File: src/hdl/alert_pkg.sv
package alert_pkg;

	// Register pointer codes on the register port
	localparam logic [1:0] PTR_LOW_LIMIT = 2'h2;
	localparam logic [1:0] PTR_HIGH_LIMIT = 2'h3;

	// Limit register values after reset: most negative and most positive codes
	localparam logic [15:0] LOW_LIMIT_RESET = 16'h8000;
	localparam logic [15:0] HIGH_LIMIT_RESET = 16'h7FFF;
	localparam logic [15:0] READ_ZERO = 16'h0000;

	// Sign bit position of a limit
	localparam int SIGN_BIT = 15;

	// Queue field codes
	typedef enum logic [1:0] {
		QUEUE_ONE = 2'b00,
		QUEUE_TWO = 2'b01,
		QUEUE_FOUR = 2'b10,
		QUEUE_OFF = 2'b11
	} queue_e;

	// Consecutive out-of-limit conversions needed per queue code
	localparam logic [2:0] COUNT_ZERO = 3'h0;
	localparam logic [2:0] COUNT_STEP = 3'h1;
	localparam logic [2:0] COUNT_ONE = 3'h1;
	localparam logic [2:0] COUNT_TWO = 3'h2;
	localparam logic [2:0] COUNT_FOUR = 3'h4;

	// Pin function selected from limits and configuration
	typedef enum logic [1:0] {
		MODE_OFF = 2'b00,
		MODE_ALERT = 2'b01,
		MODE_READY_SINGLE = 2'b10,
		MODE_READY_CONT = 2'b11
	} pin_mode_e;

	// Pin state after reset: released, idle high
	localparam logic PIN_RESET = 1'b1;
	localparam logic OE_RESET = 1'b0;

endpackage

File: src/hdl/alert_if.sv
`timescale 1ns/1ns
interface alert_if;
	logic signed [15:0] result;
	logic signed [15:0] low_limit;
	logic signed [15:0] high_limit;
	logic result_valid;
	logic window_mode;
	logic latch_en;
	logic clear_req;
	logic ready_mode;
	logic [1:0] queue_count;
	logic alert_active;

	// Top side drives configuration and samples
	modport host (
		output result, low_limit, high_limit, result_valid, window_mode,
		output latch_en, clear_req, ready_mode, queue_count,
		input alert_active
	);

	// Comparator side
	modport comparator (
		input result, low_limit, high_limit, result_valid, window_mode,
		input latch_en, clear_req, ready_mode, queue_count,
		output alert_active
	);
endinterface

File: src/hdl/threshold_alert_ready_logic.sv
`timescale 1ns/1ns
// Contract
// Low limit 16-bit signed, resets 8000h
// High limit 16-bit signed, resets 7FFFh
// Limits compare against codes, not voltages
// Host rewrites limits after gain change
// High sign 1, low sign 0: ready
// Host keeps high above low normally
// Single-shot ready: pin shows status bit
// Continuous ready: pulse per new result
// Queue sets count; code 11 floats pin
// Mode bit: traditional or window comparator
// Latched alert held until read/response
// Polarity bit sets and inverts active levels
// Limits and result compared as signed
module threshold_alert_ready_logic (
	// Clock, reset, enable
	input wire logic CLK_IN,
	input wire logic RESET_N_IN,
	input wire logic CE_IN,
	// Register port
	input wire logic [1:0] REG_PTR_IN,
	input wire logic REG_WR_IN,
	input wire logic [15:0] REG_WDATA_IN,
	output logic [15:0] REG_RDATA_OUT,
	// Conversion path
	input wire logic [15:0] CONV_DATA_IN,
	input wire logic CONV_VALID_IN,
	input wire logic CONV_READ_IN,
	input wire logic ALERT_RESPONSE_IN,
	// Configuration
	input wire logic CONTINUOUS_MODE_IN,
	input wire logic SINGLE_SHOT_STATUS_IN,
	input wire logic [1:0] ALERT_QUEUE_COUNT_IN,
	input wire logic WINDOW_MODE_IN,
	input wire logic ALERT_LATCH_ENABLE_IN,
	input wire logic ALERT_POLARITY_IN,
	// Alert/ready pin and status
	output logic ALERT_PIN_OUT,
	output logic ALERT_PIN_OE_OUT,
	output logic ALERT_ACTIVE_OUT
);

	logic [15:0] low_limit_reg;
	logic [15:0] low_limit_next;
	logic [15:0] high_limit_reg;
	logic [15:0] high_limit_next;
	logic [15:0] rdata_reg;
	logic [15:0] rdata_next;
	logic ready_pulse_reg;
	logic ready_pulse_next;
	logic pin_reg;
	logic pin_next;
	logic oe_reg;
	logic oe_next;
	alert_pkg::pin_mode_e pin_mode;
	alert_if bus ();

	// Register write decode
	wire wr_low = REG_WR_IN && (REG_PTR_IN == alert_pkg::PTR_LOW_LIMIT);
	wire wr_high = REG_WR_IN && (REG_PTR_IN == alert_pkg::PTR_HIGH_LIMIT);
	assign low_limit_next = wr_low ? REG_WDATA_IN : low_limit_reg;
	assign high_limit_next = wr_high ? REG_WDATA_IN : high_limit_reg;

	// Read select; other pointers read zero here, the config path lives elsewhere
	assign rdata_next = (REG_PTR_IN == alert_pkg::PTR_LOW_LIMIT) ? low_limit_reg :
		(REG_PTR_IN == alert_pkg::PTR_HIGH_LIMIT) ? high_limit_reg :
		alert_pkg::READ_ZERO;

	// Ready function from sign bits of the limits
	wire ready_sel = high_limit_reg[alert_pkg::SIGN_BIT] && !low_limit_reg[alert_pkg::SIGN_BIT];
	wire queue_off = ALERT_QUEUE_COUNT_IN == alert_pkg::QUEUE_OFF;

	// Comparator bundle; limits as signed codes
	assign bus.result = CONV_DATA_IN;
	assign bus.low_limit = low_limit_reg;
	assign bus.high_limit = high_limit_reg;
	assign bus.result_valid = CONV_VALID_IN;
	assign bus.window_mode = WINDOW_MODE_IN;
	assign bus.latch_en = ALERT_LATCH_ENABLE_IN;
	assign bus.clear_req = CONV_READ_IN || ALERT_RESPONSE_IN;
	assign bus.ready_mode = ready_sel;
	assign bus.queue_count = ALERT_QUEUE_COUNT_IN;

	alert_compare u_compare (
		.clk_in(CLK_IN),
		.rst_n_in(RESET_N_IN),
		.ce_in(CE_IN),
		.cmp(bus.comparator)
	);

	// Pin function select; disabled queue floats the pin in every mode
	always_comb begin
		pin_mode = alert_pkg::MODE_OFF;
		if (queue_off) begin
			pin_mode = alert_pkg::MODE_OFF;
		end else if (ready_sel) begin
			pin_mode = CONTINUOUS_MODE_IN ? alert_pkg::MODE_READY_CONT :
				alert_pkg::MODE_READY_SINGLE;
		end else begin
			pin_mode = alert_pkg::MODE_ALERT;
		end
	end

	// One pulse per new result in continuous ready mode
	assign ready_pulse_next = CONV_VALID_IN && CONTINUOUS_MODE_IN && ready_sel;

	// Pin level per function; idle level is the inactive one
	always_comb begin
		pin_next = alert_pkg::PIN_RESET;
		oe_next = 1'b1;
		case (pin_mode)
			alert_pkg::MODE_ALERT: begin
				pin_next = bus.alert_active ? ALERT_POLARITY_IN : !ALERT_POLARITY_IN;
			end
			alert_pkg::MODE_READY_SINGLE: begin
				pin_next = SINGLE_SHOT_STATUS_IN ^ ALERT_POLARITY_IN;
			end
			alert_pkg::MODE_READY_CONT: begin
				pin_next = ready_pulse_reg ? ALERT_POLARITY_IN : !ALERT_POLARITY_IN;
			end
			alert_pkg::MODE_OFF: begin
				pin_next = alert_pkg::PIN_RESET;
				oe_next = 1'b0;
			end
			default: begin
				pin_next = alert_pkg::PIN_RESET;
				oe_next = 1'b0;
			end
		endcase
	end

	// Limit registers; reset wins over the enable
	always_ff @(posedge CLK_IN) begin
		if (!RESET_N_IN) begin
			low_limit_reg <= alert_pkg::LOW_LIMIT_RESET;
			high_limit_reg <= alert_pkg::HIGH_LIMIT_RESET;
		end else if (CE_IN) begin
			low_limit_reg <= low_limit_next;
			high_limit_reg <= high_limit_next;
		end
	end

	// Read data and pin drive are registered to keep the pin glitch free
	always_ff @(posedge CLK_IN) begin
		if (!RESET_N_IN) begin
			rdata_reg <= alert_pkg::READ_ZERO;
			ready_pulse_reg <= 1'b0;
			pin_reg <= alert_pkg::PIN_RESET;
			oe_reg <= alert_pkg::OE_RESET;
		end else if (CE_IN) begin
			rdata_reg <= rdata_next;
			ready_pulse_reg <= ready_pulse_next;
			pin_reg <= pin_next;
			oe_reg <= oe_next;
		end
	end

	// Outputs
	assign REG_RDATA_OUT = rdata_reg;
	assign ALERT_PIN_OUT = pin_reg;
	assign ALERT_PIN_OE_OUT = oe_reg;
	assign ALERT_ACTIVE_OUT = bus.alert_active;

	property p_low_reset;
		@(posedge CLK_IN)
		!RESET_N_IN |=> (low_limit_reg == alert_pkg::LOW_LIMIT_RESET);
	endproperty
	a_low_reset: assert property (p_low_reset) else $error("low limit reset value wrong");

	property p_high_reset;
		@(posedge CLK_IN)
		!RESET_N_IN |=> (high_limit_reg == alert_pkg::HIGH_LIMIT_RESET);
	endproperty
	a_high_reset: assert property (p_high_reset) else $error("high limit reset value wrong");

	property p_low_readback;
		@(posedge CLK_IN) disable iff (!RESET_N_IN)
		(CE_IN && wr_low) ##1 (CE_IN && !REG_WR_IN && REG_PTR_IN == alert_pkg::PTR_LOW_LIMIT)
			|=> (REG_RDATA_OUT == $past(REG_WDATA_IN, 2));
	endproperty
	a_low_readback: assert property (p_low_readback) else $error("low limit readback wrong");

	property p_high_readback;
		@(posedge CLK_IN) disable iff (!RESET_N_IN)
		(CE_IN && wr_high) ##1 (CE_IN && !REG_WR_IN && REG_PTR_IN == alert_pkg::PTR_HIGH_LIMIT)
			|=> (REG_RDATA_OUT == $past(REG_WDATA_IN, 2));
	endproperty
	a_high_readback: assert property (p_high_readback) else $error("high limit readback wrong");

	property p_ready_select;
		@(posedge CLK_IN) disable iff (!RESET_N_IN)
		(CE_IN && !queue_off && high_limit_reg[15] && !low_limit_reg[15])
			|=> (ALERT_PIN_OE_OUT && !ALERT_ACTIVE_OUT);
	endproperty
	a_ready_select: assert property (p_ready_select) else $error("ready mode not entered");

	property p_single_follow;
		@(posedge CLK_IN) disable iff (!RESET_N_IN)
		(CE_IN && pin_mode == alert_pkg::MODE_READY_SINGLE)
			|=> (ALERT_PIN_OUT == ($past(SINGLE_SHOT_STATUS_IN) ^ $past(ALERT_POLARITY_IN)));
	endproperty
	a_single_follow: assert property (p_single_follow) else $error("pin not showing status");

	property p_cont_pulse;
		@(posedge CLK_IN) disable iff (!RESET_N_IN)
		(CE_IN && CONV_VALID_IN && CONTINUOUS_MODE_IN && ready_sel && !queue_off)
			##1 (CE_IN && pin_mode == alert_pkg::MODE_READY_CONT)
			|=> (ALERT_PIN_OUT == $past(ALERT_POLARITY_IN));
	endproperty
	a_cont_pulse: assert property (p_cont_pulse) else $error("no ready pulse");

	property p_queue_float;
		@(posedge CLK_IN) disable iff (!RESET_N_IN)
		(CE_IN && queue_off) |=> (!ALERT_PIN_OE_OUT && !ALERT_ACTIVE_OUT);
	endproperty
	a_queue_float: assert property (p_queue_float) else $error("pin driven while disabled");

	property p_latch_hold;
		@(posedge CLK_IN) disable iff (!RESET_N_IN)
		(CE_IN && ALERT_LATCH_ENABLE_IN && ALERT_ACTIVE_OUT && !CONV_READ_IN &&
			!ALERT_RESPONSE_IN && !queue_off && !ready_sel) |=> ALERT_ACTIVE_OUT;
	endproperty
	a_latch_hold: assert property (p_latch_hold) else $error("latched alert dropped");

	property p_alert_level;
		@(posedge CLK_IN) disable iff (!RESET_N_IN)
		(CE_IN && pin_mode == alert_pkg::MODE_ALERT)
			|=> (ALERT_PIN_OUT == ($past(bus.alert_active) ~^ $past(ALERT_POLARITY_IN)));
	endproperty
	a_alert_level: assert property (p_alert_level) else $error("alert level wrong");

	property p_window_low;
		@(posedge CLK_IN) disable iff (!RESET_N_IN)
		(CE_IN && WINDOW_MODE_IN && !queue_off && !ready_sel && CONV_VALID_IN &&
			ALERT_QUEUE_COUNT_IN == alert_pkg::QUEUE_ONE &&
			$signed(CONV_DATA_IN) < $signed(low_limit_reg)) |=> ALERT_ACTIVE_OUT;
	endproperty
	a_window_low: assert property (p_window_low) else $error("window low side missed");

	property p_trad_low;
		@(posedge CLK_IN) disable iff (!RESET_N_IN)
		(CE_IN && !WINDOW_MODE_IN && !ALERT_LATCH_ENABLE_IN && !queue_off && !ready_sel &&
			CONV_VALID_IN && $signed(CONV_DATA_IN) < $signed(low_limit_reg) &&
			$signed(CONV_DATA_IN) <= $signed(high_limit_reg)) |=> !ALERT_ACTIVE_OUT;
	endproperty
	a_trad_low: assert property (p_trad_low) else $error("traditional alert not cleared");

endmodule

File: src/hdl/alert_compare.sv
`timescale 1ns/1ns
module alert_compare (
	// Clock and control
	input wire logic clk_in,
	input wire logic rst_n_in,
	input wire logic ce_in,
	// Comparator bundle
	alert_if.comparator cmp
);

	logic [2:0] count_reg;
	logic [2:0] count_next;
	logic alert_reg;
	logic alert_next;

	// Signed comparison of codes, not voltages
	wire above = cmp.result > cmp.high_limit;
	wire below = cmp.result < cmp.low_limit;
	// Window counts both sides; traditional only the upper
	wire outside = cmp.window_mode ? (above || below) : above;
	// Traditional clears only below the low limit, giving hysteresis
	wire back_inside = cmp.window_mode ? !(above || below) : below;
	wire disabled = (cmp.queue_count == alert_pkg::QUEUE_OFF) || cmp.ready_mode;

	// Needed count per queue code
	wire [2:0] need = (cmp.queue_count == alert_pkg::QUEUE_ONE) ? alert_pkg::COUNT_ONE :
		(cmp.queue_count == alert_pkg::QUEUE_TWO) ? alert_pkg::COUNT_TWO :
		alert_pkg::COUNT_FOUR;
	// Saturate so a long excursion never wraps back below the need
	wire [2:0] count_inc = (count_reg == alert_pkg::COUNT_FOUR) ? count_reg :
		3'(count_reg + alert_pkg::COUNT_STEP);
	wire set_evt = cmp.result_valid && outside && (count_inc >= need);
	// Latched alert waits for a data read or alert response
	wire clr_evt = cmp.latch_en ? cmp.clear_req : (cmp.result_valid && back_inside);

	// Next state; set wins over a same-cycle clear
	assign count_next = disabled ? alert_pkg::COUNT_ZERO :
		!cmp.result_valid ? count_reg :
		outside ? count_inc : alert_pkg::COUNT_ZERO;
	assign alert_next = disabled ? 1'b0 : set_evt ? 1'b1 : clr_evt ? 1'b0 : alert_reg;
	assign cmp.alert_active = alert_reg;

	// Queue counter and alert flag
	always_ff @(posedge clk_in) begin
		if (!rst_n_in) begin
			count_reg <= alert_pkg::COUNT_ZERO;
			alert_reg <= 1'b0;
		end else if (ce_in) begin
			count_reg <= count_next;
			alert_reg <= alert_next;
		end
	end

	property p_queue_one;
		@(posedge clk_in) disable iff (!rst_n_in)
		(ce_in && !disabled && cmp.queue_count == alert_pkg::QUEUE_ONE &&
			cmp.result_valid && outside) |=> alert_reg;
	endproperty
	a_queue_one: assert property (p_queue_one) else $error("single excursion did not alert");

	property p_queue_two_wait;
		@(posedge clk_in) disable iff (!rst_n_in)
		(ce_in && !disabled && !alert_reg && cmp.queue_count == alert_pkg::QUEUE_TWO &&
			cmp.result_valid && outside && count_reg == alert_pkg::COUNT_ZERO) |=> !alert_reg;
	endproperty
	a_queue_two_wait: assert property (p_queue_two_wait) else $error("alert after one of two");

endmodule

File: config.mk
export PLATFORM = sky130hd
export DESIGN_NAME = threshold_alert_ready_logic
export DESIGN_NICKNAME = d
export VERILOG_FILES = /design/src/hdl/alert_pkg.sv /design/src/hdl/alert_if.sv /design/src/hdl/threshold_alert_ready_logic.sv /design/src/hdl/alert_compare.sv
export SDC_FILE = /design/constraint.sdc
export NUM_CORES = 1
export LEC_CHECK = 0
export ABC_CLOCK_PERIOD_IN_PS = 2900
export BUFFER_PORTS_ARGS = -buffer_cell sky130_fd_sc_hd__buf_4
export CORE_MARGIN = 2
export CORE_UTILIZATION = 45
export DETAILED_ROUTE_END_ITERATION = 10
export GPL_TIMING_DRIVEN = 0
export HOLD_SLACK_MARGIN = 0.08
export PLACE_DENSITY = 0.68
export SLEW_MARGIN = 20
export SYNTH_ARGS = -nofsm -noshare
export SYNTH_HDL_FRONTEND = slang
export SYNTH_SLANG_ARGS = --single-unit
File: constraint.sdc
create_clock -name CLK_IN -period 2.9 [get_ports CLK_IN]
set_input_delay 0.58 -clock CLK_IN [delete_from_list [all_inputs] [get_ports CLK_IN]]
set_output_delay 0.58 -clock CLK_IN [all_outputs]
set_load 0.005 [all_outputs]
# Word-level counts from Yosys, hierarchy flattened
# Cells that the tools add are included.
# op_classes
n_bitwise,1
n_reduce_logical,22
n_addsub,1
n_eq_ne,8
magnitude_cmp,3
mux,21
# op_table
op,count
16-bit 2-to-1 mux,2
3-bit 2-to-1 mux,6
16-bit > comparator,1
16-bit less-than comparator,1
2-bit equality test (second input constant),5
1-bit 2-to-1 mux,10
1-bit logical AND,8
2-bit AND reduction,4
2-bit by 1-bit equality test with 1-bit output (second input constant),2
2-bit logical NOT,2
2-bit 2-to-1 mux,2
1-bit one-hot mux with 4 select lines,1
3-bit by 1-bit adder with 3-bit output (second input constant),1
3-bit equality test (second input constant),1
3-bit >= comparator,1
1-bit logical NOT,3
1-bit logical OR,3
3-bit nonzero test,1
2-bit nonzero test,1
1-bit bitwise XOR,1
# word_totals
in_bits,48
ff_bits,55
elab_cells,64
out_inout_bits,19

# Longest topological paths before layout
# logic_depth
word_depth,9
ltp_mapped,9
depth_no_buf,9

# Hierarchy
# A second synthesis with hierarchy kept.
# unflattened
cells_unflattened,414
area_unflattened_um2,3342.0
# modules_own_cells
module,instances,area_per_inst_um2,cells_per_inst,seq_area_each_um2
threshold_alert_ready_logic,1,2139.6,251,1021.0
alert_compare,1,1202.4,163,80.1

# Worst setup path after synthesis
# No wires, ideal clock.
# synth_timing
path_type,input to register
startpoint,input port CONV_DATA_IN[15]
endpoint,"register u_compare.alert_reg, in the netlist u_compare.cmp.alert_active"
setup_slack_ns,0.444
stages,8
required_ns,2.763
setup_ns,0.137
arrival_ns,2.319
path_buffers,0
cell_sequence,ha_1 nand4_1 nor3_1 a21boi_1 or4_4 xnor2_1 a2111oi_1 o22ai_1
# synth_via
elab_chain_len,8
elab_cells_between_ends,14
cone_classes,2 x order compare; 5 x mux; 7 x reduce/logical
# synth_rtl
element,line,source
"start, declared",threshold_alert_ready_logic.sv:27,"input wire logic [15:0] CONV_DATA_IN,"
16-bit > comparator / 16-bit less-than comparator (equally long branches),"alert_compare.sv:17, alert_compare.sv:18",
1-bit logical OR,"alert_compare.sv:20, alert_compare.sv:22",
1-bit logical NOT,alert_compare.sv:22,wire back_inside = cmp.window_mode ? !(above || below) : below;
1-bit 2-to-1 mux,alert_compare.sv:22,
1-bit logical AND,alert_compare.sv:34,wire clr_evt = cmp.latch_en ? cmp.clear_req : (cmp.result_valid && back_inside);
1-bit 2-to-1 mux,alert_compare.sv:34,
3-bit nonzero test (no source line),-,
2-bit AND reduction (no source line),-,
"end signal, assigned",alert_compare.sv:50,alert_reg <= alert_next;
"end, declared",alert_compare.sv:13,logic alert_reg;
# Parallel ways exist; a longest one is shown, timed or not.
# A chain may end at the register's enable or synchronous reset.

# Worst setup path in the final report
# layout_timing
startpoint,"register high_limit_reg[15], in the netlist bus.high_limit[15]"
endpoint,"register u_compare.alert_reg, in the netlist u_compare.cmp.alert_active"
# layout_via
elab_chain_len,8
elab_cells_between_ends,15
cone_classes,1 x order compare; 5 x mux; 9 x reduce/logical
# layout_rtl
element,line,source
"start, declared",threshold_alert_ready_logic.sv:46,logic [15:0] high_limit_reg;
"start signal, assigned",threshold_alert_ready_logic.sv:137,high_limit_reg <= alert_pkg::HIGH_LIMIT_RESET;
"start signal, assigned",threshold_alert_ready_logic.sv:140,high_limit_reg <= high_limit_next;
16-bit > comparator,alert_compare.sv:17,wire above = cmp.result > cmp.high_limit;
1-bit logical OR,"alert_compare.sv:20, alert_compare.sv:22",
1-bit logical NOT,alert_compare.sv:22,
1-bit 2-to-1 mux,alert_compare.sv:22,
1-bit logical AND,alert_compare.sv:34,
1-bit 2-to-1 mux,alert_compare.sv:34,
3-bit nonzero test (no source line),-,
2-bit AND reduction (no source line),-,
# Parallel ways exist; a longest one is shown, timed or not.

==> results.toml <==
[grt]
grt_pass1_wl_um = 13500
grt_max_degree = 16
antenna_found_initial = 0
track_usage_pct = 22.4
globalRouteOverflowTotal = 0
grt_pass1_vias = 2808

[drt]
first_pass_iters = 4
route.detailed.drc = 0
vias = 2892
via_per_inst = 5.20
first_iter_violations = 143
routed_wl_um = 8290
wl_per_cell_um = 14.9
ant_nets = 0

[layout]
most-common-layout-cells = "nand2_1 (68), buf_4 (65), dfxtp_1 (55), inv_1 (51), ha_1 (36)"
fin_nets = 543
layout_commonest_cell = "nand2_1"
diodes = 0
drive_gt1_share_pct = 18.3
fin_cells = 556
area_growth_syn_to_layout_pct = 22.0
final_area_mm2 = 0.00393

[cts]
path_clk_slew_ns = 0.10
root_buffer = "clkbuf_8"
clkSinkCount = 55
clock_latency_ns = 0.31
numCtsBuffers = 5
ctsHtreeMaxLevel = 2
cts_tree = "yes"
cts_resized = 0
postCtsSetupRepairBufs = 0
ctsHoldBuffers = 0
cts_buffer_depth = 2

[synth]
yosysUniqueCellTypes = 43
ys.flop_type = "dfxtp_1"
synth_edf_count = 0
synth_cells = 387
synth_top_cell_area_share_pct = 34.2
netlist_top_cells_area = "dfxtp_1 (34%), ha_1 (14%), nand2_1 (7.9%)"
ys_warn_count = 0
async_flop_share_pct = 0
synth_area_leader_cell = "dfxtp_1"
synth_area_mm2 = 0.00322
synth_seq_cells = 55
synthesis.nets = 471
synth_sequential_area_ratio_pct = 34.2
synth_area_per_cell_um2 = 8.32

[worst_setup_path]
start_kind = "flop"
timing.critical_path.from = "bus.high_limit[15]"
critPathMaxFanout = 4
worstPathRequired_ns = 3.09
reg2reg_from = "bus.high_limit[15]"
crit_type = "reg -> reg"
arrival_ns = 2.79
endpoint_kind = "flop"

[pwr]
peakVddDrop_v = 0.000184
leakagePower_nw = 1.75
finalPower_mw = 1.55
powerDensity_mw_per_mm2 = 393

[sta]
final.setup_skew_ns = 0.00884
slew_viol_final = 0
fin_crit_ns = 2.60
final.setup.tns_ns = 0
period_share_pct = 89.6
rsz0062_at_grt = "false"
worst_pin_slew_ns = 0.700
slew_headroom_pct = 53.1
clock.fmax_mhz = 385
setup_viol = 0
final_hold_viol_count = 0

[floorplan]
die-height_um = 88.6
core_mm2 = 0.00687
std_cell_rows = 30
num_io_pins = 67
start_util_pct = 46.9
die_area_mm2 = 0.00785
die_x_um = 88.6

[status]
status = "finished, final reports clean"

[hold_path]
hp-class = "reg -> reg"
min-delay-start = "bus.low_limit[3]"

[place]
place_area_mm2 = 0.00383
dp.cells = 548
hpwl_um = 6500
portBuffers = 65
place_congestion = 0.865

[flow_run]
max_cap_violations = 0
## final cells by class
type | instances | area [um^2]
Inverter | 52 | 195
Timing Repair Buffer | 65 | 488
Sequential cell | 55 | 1100
Tap cell | 96 | 120
Clock buffer | 8 | 100
Fill cell | 679 | 2940
Buffer | 17 | 86.3
Multi-Input combinational cell | 263 | 1840
## path summary, 6_finish.rpt
check	to	slack (ns)	cells after the start
worst min register to register	bus.low_limit[3]	0.48	2
worst min-delay path	bus.low_limit[3]	0.48	2
worst max-delay path	u_compare.cmp.alert_active	0.30	9
worst max register to register	u_compare.cmp.alert_active	0.30	9
## per-layer routing
layer / vias up / share of wire (%) / global-route usage, %
met1: 1333 / 47 / 31.1
met3: 5 / 5.8 / 3.26
met4: 0 / 0.68 / 5.23
li1: 1473 / - / -
met5: - / 0 / 0
met2: 81 / 47 / 36.8
## cells in the mapped netlist (all sizes together), types with 2 or more instances
master  number
mux2i       17
nand2       68
o22ai       19
xnor2        2
ha          36
a211oi       3
o21ai        7
a21o         4
and4         3
buf          2
o211ai      17
nand4        5
clkbuf      15
nand3        5
and2        17
nand2b       4
inv         52
a21boi      20
nor2b        2
a21oi       12
dfxtp       55
nor2         9
## logic make-up (layout without fill, tap and decap cells)
family / after synthesis / in the layout / share of synthesized area (%)
buffers and inverters: 69 / 142 / 8.74
AND/OR/NAND/NOR: 120 / 120 / 17.9
flip-flops: 55 / 55 / 34.2
XOR/XNOR: 3 / 3 / 0.816
AO/OA/AOI/OAI: 87 / 87 / 19.0
adder cells (fa/ha/maj): 36 / 36 / 14.0
multiplexers: 17 / 17 / 5.28
## power by group
group	total (mW)	internal, mW	switching (mW)	leakage [nW]
clock	0.470	0.219	0.251	0.0515
sequential	0.795	0.780	0.0149	0.448
combinational	0.281	0.139	0.142	1.25
## per-stage QoR
step / util [%] / hold WS, ns / setup WS [ns]
3_3_place_gp: 55.7 / 0.458 / 0.106
5_1_grt: 57.2 / 0.502 / 0.181
3_5_place_dp: 55.7 / 0.466 / 0.0385
2_1_floorplan: - / 0.443 / 0.444
6_report: 57.2 / 0.479 / 0.302
4_1_cts: 57.2 / 0.479 / 0.331
## critical path, stage by stage, from the launching register on
cell and delay, ns:
dfxtp_1 0.39, inv_2 0.06, ha_1 0.33, nand4_1 0.18
nor3_1 0.10, a21boi_1 0.14, or4_4 0.52, xnor2_1 0.17
a2111oi_1 0.44, o22ai_1 0.14
No activity file was read; power rests on OpenSTA's default activity.
